[src/rtl/dtcu_pkg.sv]
/*
 * Constants, field positions and types of the debug trigger unit.
 * Assumes a 32-bit CSR datapath and 12-bit CSR addresses from the core.
 */
package dtcu_pkg;

    localparam logic [11:0] ADDR_TSEL = 12'h7A0;
    localparam logic [11:0] ADDR_TCFG = 12'h7A1;
    localparam logic [11:0] ADDR_TCMP = 12'h7A2;

    localparam logic [31:0] RST_TSEL = 32'h0000_0000;
    localparam logic [31:0] RST_TCFG = 32'h2800_1000;
    localparam logic [31:0] RST_TCMP = 32'h0000_0000;

    localparam int KIND_HI = 31;
    localparam int KIND_LO = 28;
    localparam int DBG_ONLY_BIT = 27;
    localparam int FIRE_LO = 12;
    localparam int MATCH_HI = 10;
    localparam int MATCH_LO = 7;
    localparam int M_BIT_ADDR = 6;
    localparam int M_BIT_EXC = 9;
    localparam int FETCH_BIT = 2;
    localparam int STORE_BIT = 1;
    localparam int LOAD_BIT = 0;

    localparam logic [3:0] KIND_ADDR2 = 4'h2;
    localparam logic [3:0] KIND_EXC = 4'h5;
    localparam logic [3:0] KIND_ADDR6 = 4'h6;
    localparam logic [3:0] KIND_OFF = 4'hF;

    localparam logic [3:0] MATCH_EQ = 4'h0;
    localparam logic [3:0] MATCH_GE = 4'h2;
    localparam logic [3:0] MATCH_LT = 4'h3;

    localparam logic [3:0] FIRE_ADDR = 4'h1;
    localparam logic [5:0] FIRE_EXC = 6'h01;

    // Exception codes that can be selected in the compare word
    localparam logic [31:0] EXC_SEL_MASK = 32'h0100_08AE;

    typedef enum logic [1:0] {
        DTCU_K_ADDR2,
        DTCU_K_EXC,
        DTCU_K_ADDR6,
        DTCU_K_OFF
    } dtcu_kind_t;

    typedef enum logic [1:0] {
        DTCU_M_EQ,
        DTCU_M_GE,
        DTCU_M_LT
    } dtcu_match_t;

endpackage

[src/rtl/dtcu_top.sv]
/*
 * Debug trigger unit: index register, per-trigger config and compare
 * words reached by CSR accesses, and the match logic that asks the core
 * to enter debug mode.
 * Assumes the core presents the final CSR write value (after any set or
 * clear) on csr_wdata with csr_we, and that all inputs share core_clk.
 */
`timescale 1ns/1ps
module dtcu_top #(
    parameter int trigger_count_param = 1
) (
    input wire logic core_clk,
    input wire logic rst_n,
    input wire logic [11:0] csr_addr,
    input wire logic csr_we,
    input wire logic csr_re,
    input wire logic [31:0] csr_wdata,
    output logic [31:0] csr_rdata,
    output logic csr_rvalid,
    output logic csr_addr_hit,
    input wire logic debug_mode,
    input wire logic priv_machine,
    input wire logic fetch_valid,
    input wire logic [31:0] fetch_addr,
    input wire logic load_valid,
    input wire logic [31:0] load_addr,
    input wire logic store_valid,
    input wire logic [31:0] store_addr,
    input wire logic exc_valid,
    input wire logic [4:0] exc_code,
    output logic fetch_trig_hit,
    output logic lsu_trig_hit,
    output logic exc_trig_hit,
    output logic debug_entry_req
);

    localparam int IDX_W = (trigger_count_param > 1) ?
                           $clog2(trigger_count_param) : 1;
    localparam logic [31:0] COUNT_W32 = 32'(trigger_count_param);

    logic [IDX_W-1:0] sel_q;
    logic [31:0] csr_rdata_q;
    logic csr_rvalid_q;

    logic sel_wr;
    logic cfg_wr;
    logic cmp_wr;

    dtcu_pkg::dtcu_kind_t wr_kind;
    dtcu_pkg::dtcu_match_t wr_match;
    logic wr_m;
    logic wr_fetch;
    logic wr_store;
    logic wr_load;

    dtcu_pkg::dtcu_kind_t kind_q [trigger_count_param];
    dtcu_pkg::dtcu_match_t match_q [trigger_count_param];
    logic m_q [trigger_count_param];
    logic fetch_q [trigger_count_param];
    logic store_q [trigger_count_param];
    logic load_q [trigger_count_param];
    logic [31:0] cmp_q [trigger_count_param];
    logic [31:0] cfg_word [trigger_count_param];

    logic [trigger_count_param-1:0] fetch_hit_v;
    logic [trigger_count_param-1:0] lsu_hit_v;
    logic [trigger_count_param-1:0] exc_hit_v;

    logic [31:0] rd_mux;

    // Build the read view of a config word from its stored fields
    function automatic logic [31:0] pack_cfg(
        input dtcu_pkg::dtcu_kind_t k,
        input dtcu_pkg::dtcu_match_t mo,
        input logic m,
        input logic fe,
        input logic st,
        input logic ld);
        logic [31:0] w;
        logic [3:0] mcode;
        w = 32'h0000_0000;
        mcode = dtcu_pkg::MATCH_EQ;
        unique case (mo)
            dtcu_pkg::DTCU_M_GE: mcode = dtcu_pkg::MATCH_GE;
            dtcu_pkg::DTCU_M_LT: mcode = dtcu_pkg::MATCH_LT;
            default: mcode = dtcu_pkg::MATCH_EQ;
        endcase
        // Every view has the debug-only bit set
        w[dtcu_pkg::DBG_ONLY_BIT] = 1'b1;
        unique case (k)
            dtcu_pkg::DTCU_K_ADDR2,
            dtcu_pkg::DTCU_K_ADDR6: begin
                // Mask limit, fired, select, break_bit_a, size, chain, and the
                // supervisor/user enables are left at zero
                if (k == dtcu_pkg::DTCU_K_ADDR2) begin
                    w[dtcu_pkg::KIND_HI:dtcu_pkg::KIND_LO] =
                        dtcu_pkg::KIND_ADDR2;
                end else begin
                    w[dtcu_pkg::KIND_HI:dtcu_pkg::KIND_LO] =
                        dtcu_pkg::KIND_ADDR6;
                end
                w[dtcu_pkg::FIRE_LO+3:dtcu_pkg::FIRE_LO] =
                    dtcu_pkg::FIRE_ADDR;
                w[dtcu_pkg::MATCH_HI:dtcu_pkg::MATCH_LO] = mcode;
                w[dtcu_pkg::M_BIT_ADDR] = m;
                w[dtcu_pkg::FETCH_BIT] = fe;
                w[dtcu_pkg::STORE_BIT] = st;
                w[dtcu_pkg::LOAD_BIT] = ld;
            end
            dtcu_pkg::DTCU_K_EXC: begin
                w[dtcu_pkg::KIND_HI:dtcu_pkg::KIND_LO] =
                    dtcu_pkg::KIND_EXC;
                w[dtcu_pkg::M_BIT_EXC] = m;
                w[5:0] = dtcu_pkg::FIRE_EXC;
            end
            default: begin
                w[dtcu_pkg::KIND_HI:dtcu_pkg::KIND_LO] =
                    dtcu_pkg::KIND_OFF;
            end
        endcase
        return w;
    endfunction

    // Write strobes; data registers only listen in debug mode
    assign sel_wr = csr_we & (csr_addr == dtcu_pkg::ADDR_TSEL);
    assign cfg_wr = csr_we & debug_mode &
                    (csr_addr == dtcu_pkg::ADDR_TCFG);
    assign cmp_wr = csr_we & debug_mode &
                    (csr_addr == dtcu_pkg::ADDR_TCMP);

    assign csr_addr_hit = (csr_addr == dtcu_pkg::ADDR_TSEL) ||
                          (csr_addr == dtcu_pkg::ADDR_TCFG) ||
                          (csr_addr == dtcu_pkg::ADDR_TCMP);

    // Legalise a config write by the kind it asks for
    always_comb begin
        wr_kind = dtcu_pkg::DTCU_K_OFF;
        wr_match = dtcu_pkg::DTCU_M_EQ;
        wr_m = 1'b0;
        wr_fetch = 1'b0;
        wr_store = 1'b0;
        wr_load = 1'b0;
        if (csr_wdata == 32'h0000_0000) begin
            wr_kind = dtcu_pkg::DTCU_K_OFF;
        end else begin
            // Unsupported kind codes fall back to the disabled encoding
            unique case (csr_wdata[dtcu_pkg::KIND_HI:dtcu_pkg::KIND_LO])
                dtcu_pkg::KIND_ADDR2: wr_kind = dtcu_pkg::DTCU_K_ADDR2;
                dtcu_pkg::KIND_EXC: wr_kind = dtcu_pkg::DTCU_K_EXC;
                dtcu_pkg::KIND_ADDR6: wr_kind = dtcu_pkg::DTCU_K_ADDR6;
                default: wr_kind = dtcu_pkg::DTCU_K_OFF;
            endcase
        end
        unique case (wr_kind)
            dtcu_pkg::DTCU_K_ADDR2,
            dtcu_pkg::DTCU_K_ADDR6: begin
                // Illegal compare kinds collapse to equality
                unique case (csr_wdata[dtcu_pkg::MATCH_HI:dtcu_pkg::MATCH_LO])
                    dtcu_pkg::MATCH_GE: wr_match = dtcu_pkg::DTCU_M_GE;
                    dtcu_pkg::MATCH_LT: wr_match = dtcu_pkg::DTCU_M_LT;
                    default: wr_match = dtcu_pkg::DTCU_M_EQ;
                endcase
                wr_m = csr_wdata[dtcu_pkg::M_BIT_ADDR];
                wr_fetch = csr_wdata[dtcu_pkg::FETCH_BIT];
                wr_store = csr_wdata[dtcu_pkg::STORE_BIT];
                wr_load = csr_wdata[dtcu_pkg::LOAD_BIT];
            end
            dtcu_pkg::DTCU_K_EXC: begin
                wr_m = csr_wdata[dtcu_pkg::M_BIT_EXC];
            end
            default: begin
                wr_m = 1'b0;
            end
        endcase
    end

    // Index register: out-of-range writes keep the old selection
    always_ff @(posedge core_clk or negedge rst_n) begin
        if (!rst_n) begin
            sel_q <= dtcu_pkg::RST_TSEL[IDX_W-1:0];
        end else if (sel_wr && (csr_wdata < COUNT_W32)) begin
            sel_q <= csr_wdata[IDX_W-1:0];
        end
    end

    genvar g;
    generate
        for (g = 0; g < trigger_count_param; g++) begin : g_trig
            logic here;

            assign here = (sel_q == IDX_W'(g));

            // Config fields of this trigger
            always_ff @(posedge core_clk or negedge rst_n) begin
                if (!rst_n) begin
                    kind_q[g] <= dtcu_pkg::DTCU_K_ADDR2;
                    match_q[g] <= dtcu_pkg::DTCU_M_EQ;
                    m_q[g] <= dtcu_pkg::RST_TCFG[dtcu_pkg::M_BIT_ADDR];
                    fetch_q[g] <= dtcu_pkg::RST_TCFG[dtcu_pkg::FETCH_BIT];
                    store_q[g] <= dtcu_pkg::RST_TCFG[dtcu_pkg::STORE_BIT];
                    load_q[g] <= dtcu_pkg::RST_TCFG[dtcu_pkg::LOAD_BIT];
                end else if (cfg_wr && here) begin
                    kind_q[g] <= wr_kind;
                    match_q[g] <= wr_match;
                    m_q[g] <= wr_m;
                    fetch_q[g] <= wr_fetch;
                    store_q[g] <= wr_store;
                    load_q[g] <= wr_load;
                end
            end

            // Compare word; exception kind keeps only selectable codes
            always_ff @(posedge core_clk or negedge rst_n) begin
                if (!rst_n) begin
                    cmp_q[g] <= dtcu_pkg::RST_TCMP;
                end else if (cmp_wr && here) begin
                    if (kind_q[g] == dtcu_pkg::DTCU_K_EXC) begin
                        cmp_q[g] <= csr_wdata &
                                    dtcu_pkg::EXC_SEL_MASK;
                    end else begin
                        cmp_q[g] <= csr_wdata;
                    end
                end
            end

            assign cfg_word[g] = pack_cfg(kind_q[g], match_q[g], m_q[g],
                                          fetch_q[g], store_q[g],
                                          load_q[g]);

            dtcu_match u_match (
                .kind(kind_q[g]),
                .match_op(match_q[g]),
                .m_en(m_q[g]),
                .fetch_en(fetch_q[g]),
                .store_en(store_q[g]),
                .load_en(load_q[g]),
                .cmp_value(cmp_q[g]),
                .priv_machine(priv_machine),
                .debug_mode(debug_mode),
                .fetch_valid(fetch_valid),
                .fetch_addr(fetch_addr),
                .load_valid(load_valid),
                .load_addr(load_addr),
                .store_valid(store_valid),
                .store_addr(store_addr),
                .exc_valid(exc_valid),
                .exc_code(exc_code),
                .fetch_hit(fetch_hit_v[g]),
                .lsu_hit(lsu_hit_v[g]),
                .exc_hit(exc_hit_v[g])
            );
        end
    endgenerate

    // Read mux; unmapped addresses read zero
    always_comb begin
        rd_mux = 32'h0000_0000;
        unique case (csr_addr)
            dtcu_pkg::ADDR_TSEL: rd_mux = 32'(sel_q);
            dtcu_pkg::ADDR_TCFG: rd_mux = cfg_word[sel_q];
            dtcu_pkg::ADDR_TCMP: rd_mux = cmp_q[sel_q];
            default: rd_mux = 32'h0000_0000;
        endcase
    end

    // Read data is registered so it is stable for a full cycle
    always_ff @(posedge core_clk or negedge rst_n) begin
        if (!rst_n) begin
            csr_rdata_q <= 32'h0000_0000;
        end else if (csr_re) begin
            csr_rdata_q <= rd_mux;
        end
    end

    always_ff @(posedge core_clk or negedge rst_n) begin
        if (!rst_n) begin
            csr_rvalid_q <= 1'b0;
        end else begin
            csr_rvalid_q <= csr_re;
        end
    end

    assign csr_rdata = csr_rdata_q;
    assign csr_rvalid = csr_rvalid_q;

    // Hits are combinational so the core can stop before execution
    assign fetch_trig_hit = |fetch_hit_v;
    assign lsu_trig_hit = |lsu_hit_v;
    assign exc_trig_hit = |exc_hit_v;
    assign debug_entry_req = fetch_trig_hit | lsu_trig_hit |
                             exc_trig_hit;

endmodule

[src/rtl/dtcu_match.sv]
/*
 * Compare logic of one trigger.
 * Assumes request valids and addresses come from the core on the same clock.
 */
`timescale 1ns/1ps
module dtcu_match (
    input wire dtcu_pkg::dtcu_kind_t kind,
    input wire dtcu_pkg::dtcu_match_t match_op,
    input wire logic m_en,
    input wire logic fetch_en,
    input wire logic store_en,
    input wire logic load_en,
    input wire logic [31:0] cmp_value,
    input wire logic priv_machine,
    input wire logic debug_mode,
    input wire logic fetch_valid,
    input wire logic [31:0] fetch_addr,
    input wire logic load_valid,
    input wire logic [31:0] load_addr,
    input wire logic store_valid,
    input wire logic [31:0] store_addr,
    input wire logic exc_valid,
    input wire logic [4:0] exc_code,
    output logic fetch_hit,
    output logic lsu_hit,
    output logic exc_hit
);

    logic armed;
    logic is_addr;

    // Address compare only; data values never take part
    function automatic logic addr_cmp(input logic [31:0] a,
                                      input logic [31:0] v,
                                      input dtcu_pkg::dtcu_match_t op);
        logic r;
        r = 1'b0;
        unique case (op)
            dtcu_pkg::DTCU_M_EQ: r = (a == v);
            dtcu_pkg::DTCU_M_GE: r = (a >= v);
            dtcu_pkg::DTCU_M_LT: r = (a < v);
            default: r = 1'b0;
        endcase
        return r;
    endfunction

    // Triggers stay quiet while already in debug mode
    assign armed = m_en & priv_machine & ~debug_mode;
    assign is_addr = (kind == dtcu_pkg::DTCU_K_ADDR2) ||
                     (kind == dtcu_pkg::DTCU_K_ADDR6);

    assign fetch_hit = armed & is_addr & fetch_en & fetch_valid &
        addr_cmp(fetch_addr, cmp_value, match_op);
    assign lsu_hit = armed & is_addr &
        ((store_en & store_valid &
          addr_cmp(store_addr, cmp_value, match_op)) |
         (load_en & load_valid &
          addr_cmp(load_addr, cmp_value, match_op)));
    assign exc_hit = armed & (kind == dtcu_pkg::DTCU_K_EXC) & exc_valid &
        cmp_value[exc_code];

endmodule

[config.mk]
export PLATFORM = sky130hd
export DESIGN_NAME = dtcu_top
export DESIGN_NICKNAME = d
export VERILOG_FILES = /design/src/rtl/dtcu_pkg.sv /design/src/rtl/dtcu_top.sv /design/src/rtl/dtcu_match.sv
export SDC_FILE = /design/constraint.sdc
export NUM_CORES = 1
export LEC_CHECK = 0
export ABC_AREA = 1
export BUFFER_PORTS_ARGS = -buffer_cell sky130_fd_sc_hd__buf_2
export CAP_MARGIN = 10
export CORE_UTILIZATION = 47
export DETAILED_ROUTE_END_ITERATION = 12
export PLACE_DENSITY_LB_ADDON = 0.2
export RECOVER_POWER = 50
export SKIP_CTS_REPAIR_TIMING = 1
export SYNTH_ARGS = -nofsm -noshare
export SYNTH_HDL_FRONTEND = slang
export SYNTH_SLANG_ARGS = --single-unit
[constraint.sdc]
create_clock -name core_clk -period 1.52 [get_ports core_clk]
set_input_delay 0 -clock core_clk [delete_from_list [all_inputs] [get_ports core_clk]]
set_output_delay 0 -clock core_clk [all_outputs]
set_load 0.03 [all_outputs]
==> run summary, run 1 <==
Status - finished with violations
Failing checks - negative hold slack, negative setup slack
Reg-to-reg endpoint - cmp_q[22]
FF+latch count, synth - 74
Syn_area_per_cell - 7.614 sq um
Total grt overflow - 0
RSZ-0062 raised after global routing - true
Final Max Tran Viols - 0
H-tree levels - 3
Commonest cells post-synth - 187 x nand2_1, 100 x ha_1, 86 x inv_1
Vias in the first global route - 5765
CP delay by family, top - simple AND/OR/NAND/NOR gates
DR WL/cell - 15.63 um
Ys flop type - dfrtp_1
Fmax - 406.5 MHz
Count leader, synth - nand2_1
Die Span X - 115.3 um
Seq/Total Area, Yosys - 30.67%
Reg2reg start - sel_q
Critical path launch point - cmp_q[29]
HP Class - primary input to flip-flop
Remaining antenna violation count - 0
Post-Syn Area - 0.006038 sq mm
Max-cap violations - 0
Die Y - 115.3 um
Initial antenna violation count - 0
Worst-path maximum fanout - 4
Cells after DPL - 1206
Cell mode on critical path - nand2_2
Slew Limit Headroom - 54.96%
DIE AREA - 0.01330 sq mm
Final hold slack - -0.03716 ns
Share of the synthesized area in the top cell type - 30.67%
First-pass GRT wire length - 28.17 mm
CP max stage delay - 0.41 ns
Endpoint type of the worst setup path - output port
Cell row count - 41
Largest net degree at the start of global routing - 52
Syn nets - 1048
Core ar. - 0.01257 sq mm
Number of synthesized flops with an enable pin - 0
Slowest-stage cell, CP - dfrtp_1
Clk root buf - clkbuf_16
Buf/Inv on CP - 2
CTS tree - yes
Worst EP required - 1.52 ns
Via count - 6574
Worst Skew - 0.007499 ns
YS warnings - 0
Setup TNS - -3.613 ns
Diodes inserted - 0
Tmin final - 2.460 ns
Power Dens Cells - 555.8 mW/mm^2
Cell count after synthesis - 793
Clock sink total - 74
R2R depth - 8
CP Cell Sequence - inv_4 > ha_4 > a21oi_1 > nor2_1 > nor3_1 > nand2_1 > nor2_2 > nand3b_1 > nand2_2 > nand2_2 > a21oi_4 > nand2_4 > buf_6
Least-Margin Pin Slew - 0.6756 ns
Num CTS Buffers - 9
CP endpoint - debug_entry_req
Final non-filler cell total - 1263
Sequential cell area - 0.001852 sq mm
Share of cells above drive strength 1 - 35.01%
Layout fillers - 1077
GRT Total Usage - 27.86%
Netlist cell types - 43
Final Hold Fails - 4
Initial DRC Count - 422
VDD IR max - 558.4 uV
Final setup vio count - 23
Initial Util - 48.04%
Area of the multi-input gates - 0.004056 sq mm
Synth area leaders - dfrtp_1 31%, ha_1 21%, nand2_1 12%, inv_1 5.3%, a21oi_1 4.6%
Clk_lat worst skew - 0.34 ns
Ys async rst share - 100.0%
Critical path type - flip-flop to output port
Period utilisation layout - 161.9%
I/O pins - 193
Setup ws final - -0.9402 ns
Startpoint types - flip-flop
DRT Pass-1 Iters - 5
Max Root-Sink Buffers - 2
Nets - 1341
Routed Wire Length - 19.74 mm
Worst-path clk slew - 0.06 ns
Reg2Reg Setup Slack - 0.11 ns
Cell depth of the worst setup path - 13
Syn-to-layout area delta - 44.82%
Largest area contributor in the netlist - dfrtp_1
Worst EP arrival - 2.46 ns
Gpl congestion - 0.8962
LEAKAGE - 4.689 nW
Drt drc - 0
Port Buffer Count - 192
Post-DP HPWL - 14.90 mm
DR vias/cell - 5.205
[state kept, by name (all words and copies together) (netlist names), 2 cells and up]
signal and cells:
kind_q 2, cmp_q 32, match_q 2, csr_rdata 32
[placed cells by master (no fill, tap or decap), types with 3 or more instances in the layout]
master         count
a21o_1             3
o22ai_1            7
nand3_1           47
nor2_1            36
nor2_4             7
buf_2            172
nand2_2            9
clkbuf_1          16
o31ai_1           20
inv_4              4
dlygate4sd3_1     29
dfrtp_1           74
nand3_2            4
a21oi_2           10
buf_4             75
o21ai_1           26
clkbuf_16         11
nand2_1          177
ha_4              16
o21a_1             5
nor2_2             9
buf_6              6
nor3_1             5
inv_2             35
inv_1             56
o21ai_0           41
o32ai_1            4
nand2_4            4
ha_1              84
a21oi_1           48
o211ai_1           3
nor4_1             9
nand4_1            7
[cells by family after synthesis]
logic type	share of synthesized area, %
buffers and inverters	8.081
adder cells (fa/ha/maj)	20.72
AND/OR/NAND/NOR	23.81
AO/OA/AOI/OAI	16.72
flip-flops	30.67
[power by group]
group          switching, mW  internal [mW]
logic                  0.380          0.328
clock network          0.892           1.29
registers            0.00171           1.97
[per-stage QoR]
stage | power (mW) | cell area (sq um) | hold WS (ns) | setup slack [ns] | util (%)
2_1_floorplan | 2.250 | 6125 | -0.2956 | -0.1929 | -
3_3_place_gp | 2.616 | 7750 | -0.1508 | -0.8188 | 61.66
3_5_place_dp | 2.621 | 7750 | -0.1500 | -0.8378 | 61.66
4_1_cts | 4.785 | 8053 | -0.5070 | -1.204 | 64.07
5_1_grt | 5.016 | 8745 | -0.001840 | -1.079 | 69.58
6_report | 4.860 | 8745 | -0.03716 | -0.9402 | 69.58
[metal layers]
layer  vias up  global-route usage (%)  wire [um]
li1       3300                       -          -
met1      2978                   39.42       9061
met2       254                   44.75       9080
met3        42                   4.006       1225
met4         0                   6.840        368
met5         -                       0          0
[how the worst min path moves through the flow]
stage                         end          start  slack (ns)  depth (start not counted)
global placement    csr_rdata[15]          rst_n       -0.15                          1
floorplan                cmp_q[0]          rst_n       -0.30                          0
detailed placement  csr_rdata[15]          rst_n       -0.15                          1
finish                  cmp_q[29]  csr_wdata[29]       -0.04                          3
CTS                 csr_rdata[19]          rst_n       -0.51                          1
global route            cmp_q[18]  csr_wdata[18]      -0.002                          3
[worst reg2reg max path, cell delays in order (launching register included)]
cell	delay, ns
dfrtp_1	0.38
inv_1	0.10
nand3_1	0.10
inv_2	0.07
nand4_1	0.11
inv_2	0.17
clkbuf_16	0.24
nand3_1	0.07
o21ai_0	0.08
[layout make-up]
| class | count | area share, % |
|---|---|---|
| multi-input combinational | 600 | 46.39 |
| timing repair buffer | 304 | 22.23 |
| sequential | 74 | 21.18 |
| inverter | 97 | 4.278 |
| clock buffer | 9 | 2.575 |
| tap | 172 | 2.461 |
| clock inverter | 7 | 0.8871 |
Note: power is estimated with default switching activity, not from simulation.
==> run 2: changes to the inputs <==
--- a/config.mk
+++ b/config.mk
@@ -8,11 +8,12 @@
 export ABC_AREA = 1
 export BUFFER_PORTS_ARGS = -buffer_cell sky130_fd_sc_hd__buf_2
 export CAP_MARGIN = 10
-export CORE_UTILIZATION = 47
+export CORE_UTILIZATION = 48
 export DETAILED_ROUTE_END_ITERATION = 12
 export PLACE_DENSITY_LB_ADDON = 0.2
 export RECOVER_POWER = 50
 export SKIP_CTS_REPAIR_TIMING = 1
 export SYNTH_ARGS = -nofsm -noshare
 export SYNTH_HDL_FRONTEND = slang
+export SYNTH_HIERARCHICAL = 1
 export SYNTH_SLANG_ARGS = --single-unit
==> constraint.sdc (replaced) <==
create_clock -name core_clk -period 1.52 [get_ports core_clk]
set_input_delay 0.304 -clock core_clk [delete_from_list [all_inputs] [get_ports core_clk]]
set_output_delay 0.304 -clock core_clk [all_outputs]
set_load 0.03 [all_outputs]
==> run 2 against run 1 <==
Compared with the run above: the flow finishes with violations (negative setup slack); largest cell class unchanged; combinational power grew 22%; sequential power is essentially flat; via count grew 3.9%; fmax shrank 22%.
==> run summary, run 2 <==
Slowest-stage cell, CP - dfrtp_1
R2R depth - 8
Die Span X - 115.7 um
HP Class - primary input to flip-flop
Clock power frac - 46.6%
GRT Total Usage - 29.63%
Share of cells above drive strength 1 - 31.62%
First-pass GRT wire length - 30.27 mm
Place WS - -1.238 ns
Core ar. - 0.01262 sq mm
Max-cap violations - 0
Syn nets - 1127
RSZ-0062 raised after global routing - true
FF+latch count, synth - 74
Min-delay src - csr_re
Reg-to-reg endpoint - csr_rdata[8]
Power share of the combinational group - 16.3%
LEAKAGE - 4.752 nW
Worst hold endpoint - csr_rvalid
Ys async rst share - 100.0%
Startpoint types - flip-flop
VDD IR max - 632.9 uV
Setup TNS - -5.433 ns
Gpl congestion - 0.9847
Vias in the first global route - 6244
Setup ws final - -1.619 ns
Syn-to-layout area delta - 40.61%
Layout fillers - 1136
Grt met2 use - 50.54%
Adder-cell area share of the yosys netlist - 19.55%
Worst Skew - 0.007301 ns
Switching portion of total power - 24.44%
Met1 Use GR - 38.32%
Initial Util - 49.20%
Worst-path clk slew - 0.06 ns
Tmin final - 3.139 ns
Total grt overflow - 0
Largest family of logic cells by synthesized area - simple AND/OR/NAND/NOR gates
Port Buffer Count - 192
Nets - 1411
Hold Crit Depth - 1
Remaining antenna violation count - 0
H-tree levels - 3
CP Cell Sequence - inv_2 > ha_1 > a21oi_1 > nor2_1 > nor3_1 > nand2_1 > a21oi_4 > nand3_1 > nand2_1 > nand3_2 > nand2_2 > a21oi_4 > or3_4 > buf_6
Worst EP required - 1.22 ns
Syn_area_per_cell - 7.095 sq um
Cells after DPL - 1311
Fmax - 318.6 MHz
Post-DP HPWL - 15.99 mm
Commonest cells post-synth - 272 x nand2_1, 99 x inv_1, 97 x ha_1
Clock sink total - 74
Post-Synth Simple-Gate Area - 27.95%
Final non-filler cell total - 1337
Final Hold Fails - 0
Drt drc - 0
YS warnings - 6
Die Y - 115.7 um
DR vias/cell - 5.107
CTS tree - yes
Max Root-Sink Buffers - 2
Via count - 6828
Busiest layer in global routing - met2
Netlist cell types - 34
Reg2Reg Setup Slack - 0.08 ns
Cell count after synthesis - 875
Clk_lat worst skew - 0.33 ns
Seq/Total Area, Yosys - 29.83%
Commonest cells after routing, fill and taps aside - 264 x nand2_1, 186 x buf_2, 90 x buf_4
Post-Syn Area - 0.006208 sq mm
DRT Pass-1 Iters - 7
Clk root buf - clkbuf_16
Power Internal - 4.015 mW
Switching pwr - 1.299 mW
Share of the synthesized area in the top cell type - 29.83%
Period utilisation layout - 206.5%
Initial DRC Count - 344
Final Max Tran Viols - 0
Worst-path maximum fanout - 3
Initial antenna violation count - 1
Largest area contributor in the netlist - dfrtp_1
Mux share of post-synthesis cell area - 0%
Reg2reg start - match_q[0]
Power Dens Cells - 608.8 mW/mm^2
Worst EP arrival - 2.84 ns
Compound-cell area share of the yosys netlist - 14.31%
Commonest non-fill, non-tap cell in the layout - nand2_1
I/O pins - 193
DR WL/cell - 14.78 um
GR Util met3 - 4.079%
DIE AREA - 0.01339 sq mm
Count leader, synth - nand2_1
Routed Wire Length - 19.76 mm
Number of synthesized flops with an enable pin - 0
Final hold slack - 0.1590 ns
Sequential power share - 37.2%
Synth area leaders - dfrtp_1 30%, ha_1 20%, nand2_1 16%, inv_1 6.0%, a21oi_1 5.3%
Failing checks - negative setup slack
Xor and xnor area share after synthesis - 0%
Final setup vio count - 4
Slew Limit Headroom - 26.82%
Ys flop type - dfrtp_1
Cell row count - 41
Least-Margin Pin Slew - 1.098 ns
CP max stage delay - 0.38 ns
Endpoint type of the worst setup path - output port
Largest net degree at the start of global routing - 38
Status - finished with violations
Critical path type - flip-flop to output port
Num CTS Buffers - 9
[run 2: metal layers]
layer | vias to the layer above | part of all wire [%]
met1 | 3059 | 43
li1 | 3460 | -
met3 | 45 | 6.2
met5 | - | 0
met2 | 264 | 48
met4 | 0 | 3.0
[run 2: critical path: cells and delay by family (launching register included)]
kind | cells | cell delay [ns]
adder cells (fa/ha/maj) | 1 | 0.28
flip-flops | 1 | 0.38
AND/OR/NAND/NOR | 8 | 1.14
AO/OA/AOI/OAI | 3 | 0.44
buffers and inverters | 2 | 0.24
[run 2: cell families (layout without fill, tap and decap cells)]
group	Yosys count	in the layout
AND/OR/NAND/NOR	409	409
AO/OA/AOI/OAI	172	172
buffers and inverters	123	412
adder cells (fa/ha/maj)	97	97
flip-flops	74	74
other	0	1
[run 2: power by group through the flow]
stage          logic (mW)  clock network, mW  registers (mW)
3_3_place_gp        0.819                  0            2.01
6_report            0.864               2.48            1.97
4_1_cts             0.839               2.51            1.97
3_5_place_dp        0.833                  0            2.01
5_1_grt             0.973               2.58            1.97
2_1_floorplan       0.377                  0            2.02
[run 2: through the flow]
stage          total power, mW  instance area [sq um]  util [%]
2_1_floorplan            2.395                   6329         -
3_3_place_gp             2.830                   8142     64.52
3_5_place_dp             2.843                   8142     64.52
4_1_cts                  5.321                   8494     67.31
5_1_grt                  5.524                   8730     69.18
6_report                 5.314                   8730     69.18
[run 2: how the worst max path moves through the flow]
stage / start / endpoint / slack [ns] / depth (start not counted)
after floorplan: cmp_q[29] / debug_entry_req / -0.77 / 13
after global placement: cmp_q[25] / debug_entry_req / -1.18 / 14
after detailed placement: cmp_q[23] / debug_entry_req / -1.24 / 13
after CTS: cmp_q[23] / debug_entry_req / -1.59 / 13
after global routing: cmp_q[29] / debug_entry_req / -1.71 / 14
final: cmp_q[29] / debug_entry_req / -1.62 / 14
[run 2: area by class of cell]
cell class,count,area (sq um),share of cell area [%]
Clock buffer,10,239.0,2.738
Tap cell,172,215.2,2.465
Antenna cell,1,2.502,0.02867
Inverter,102,385.4,4.415
Timing Repair Buffer,294,1831,20.97
Multi-Input combinational cell,678,4091,46.87
Sequential cell,74,1852,21.21
Clock inverter,6,113.9,1.304
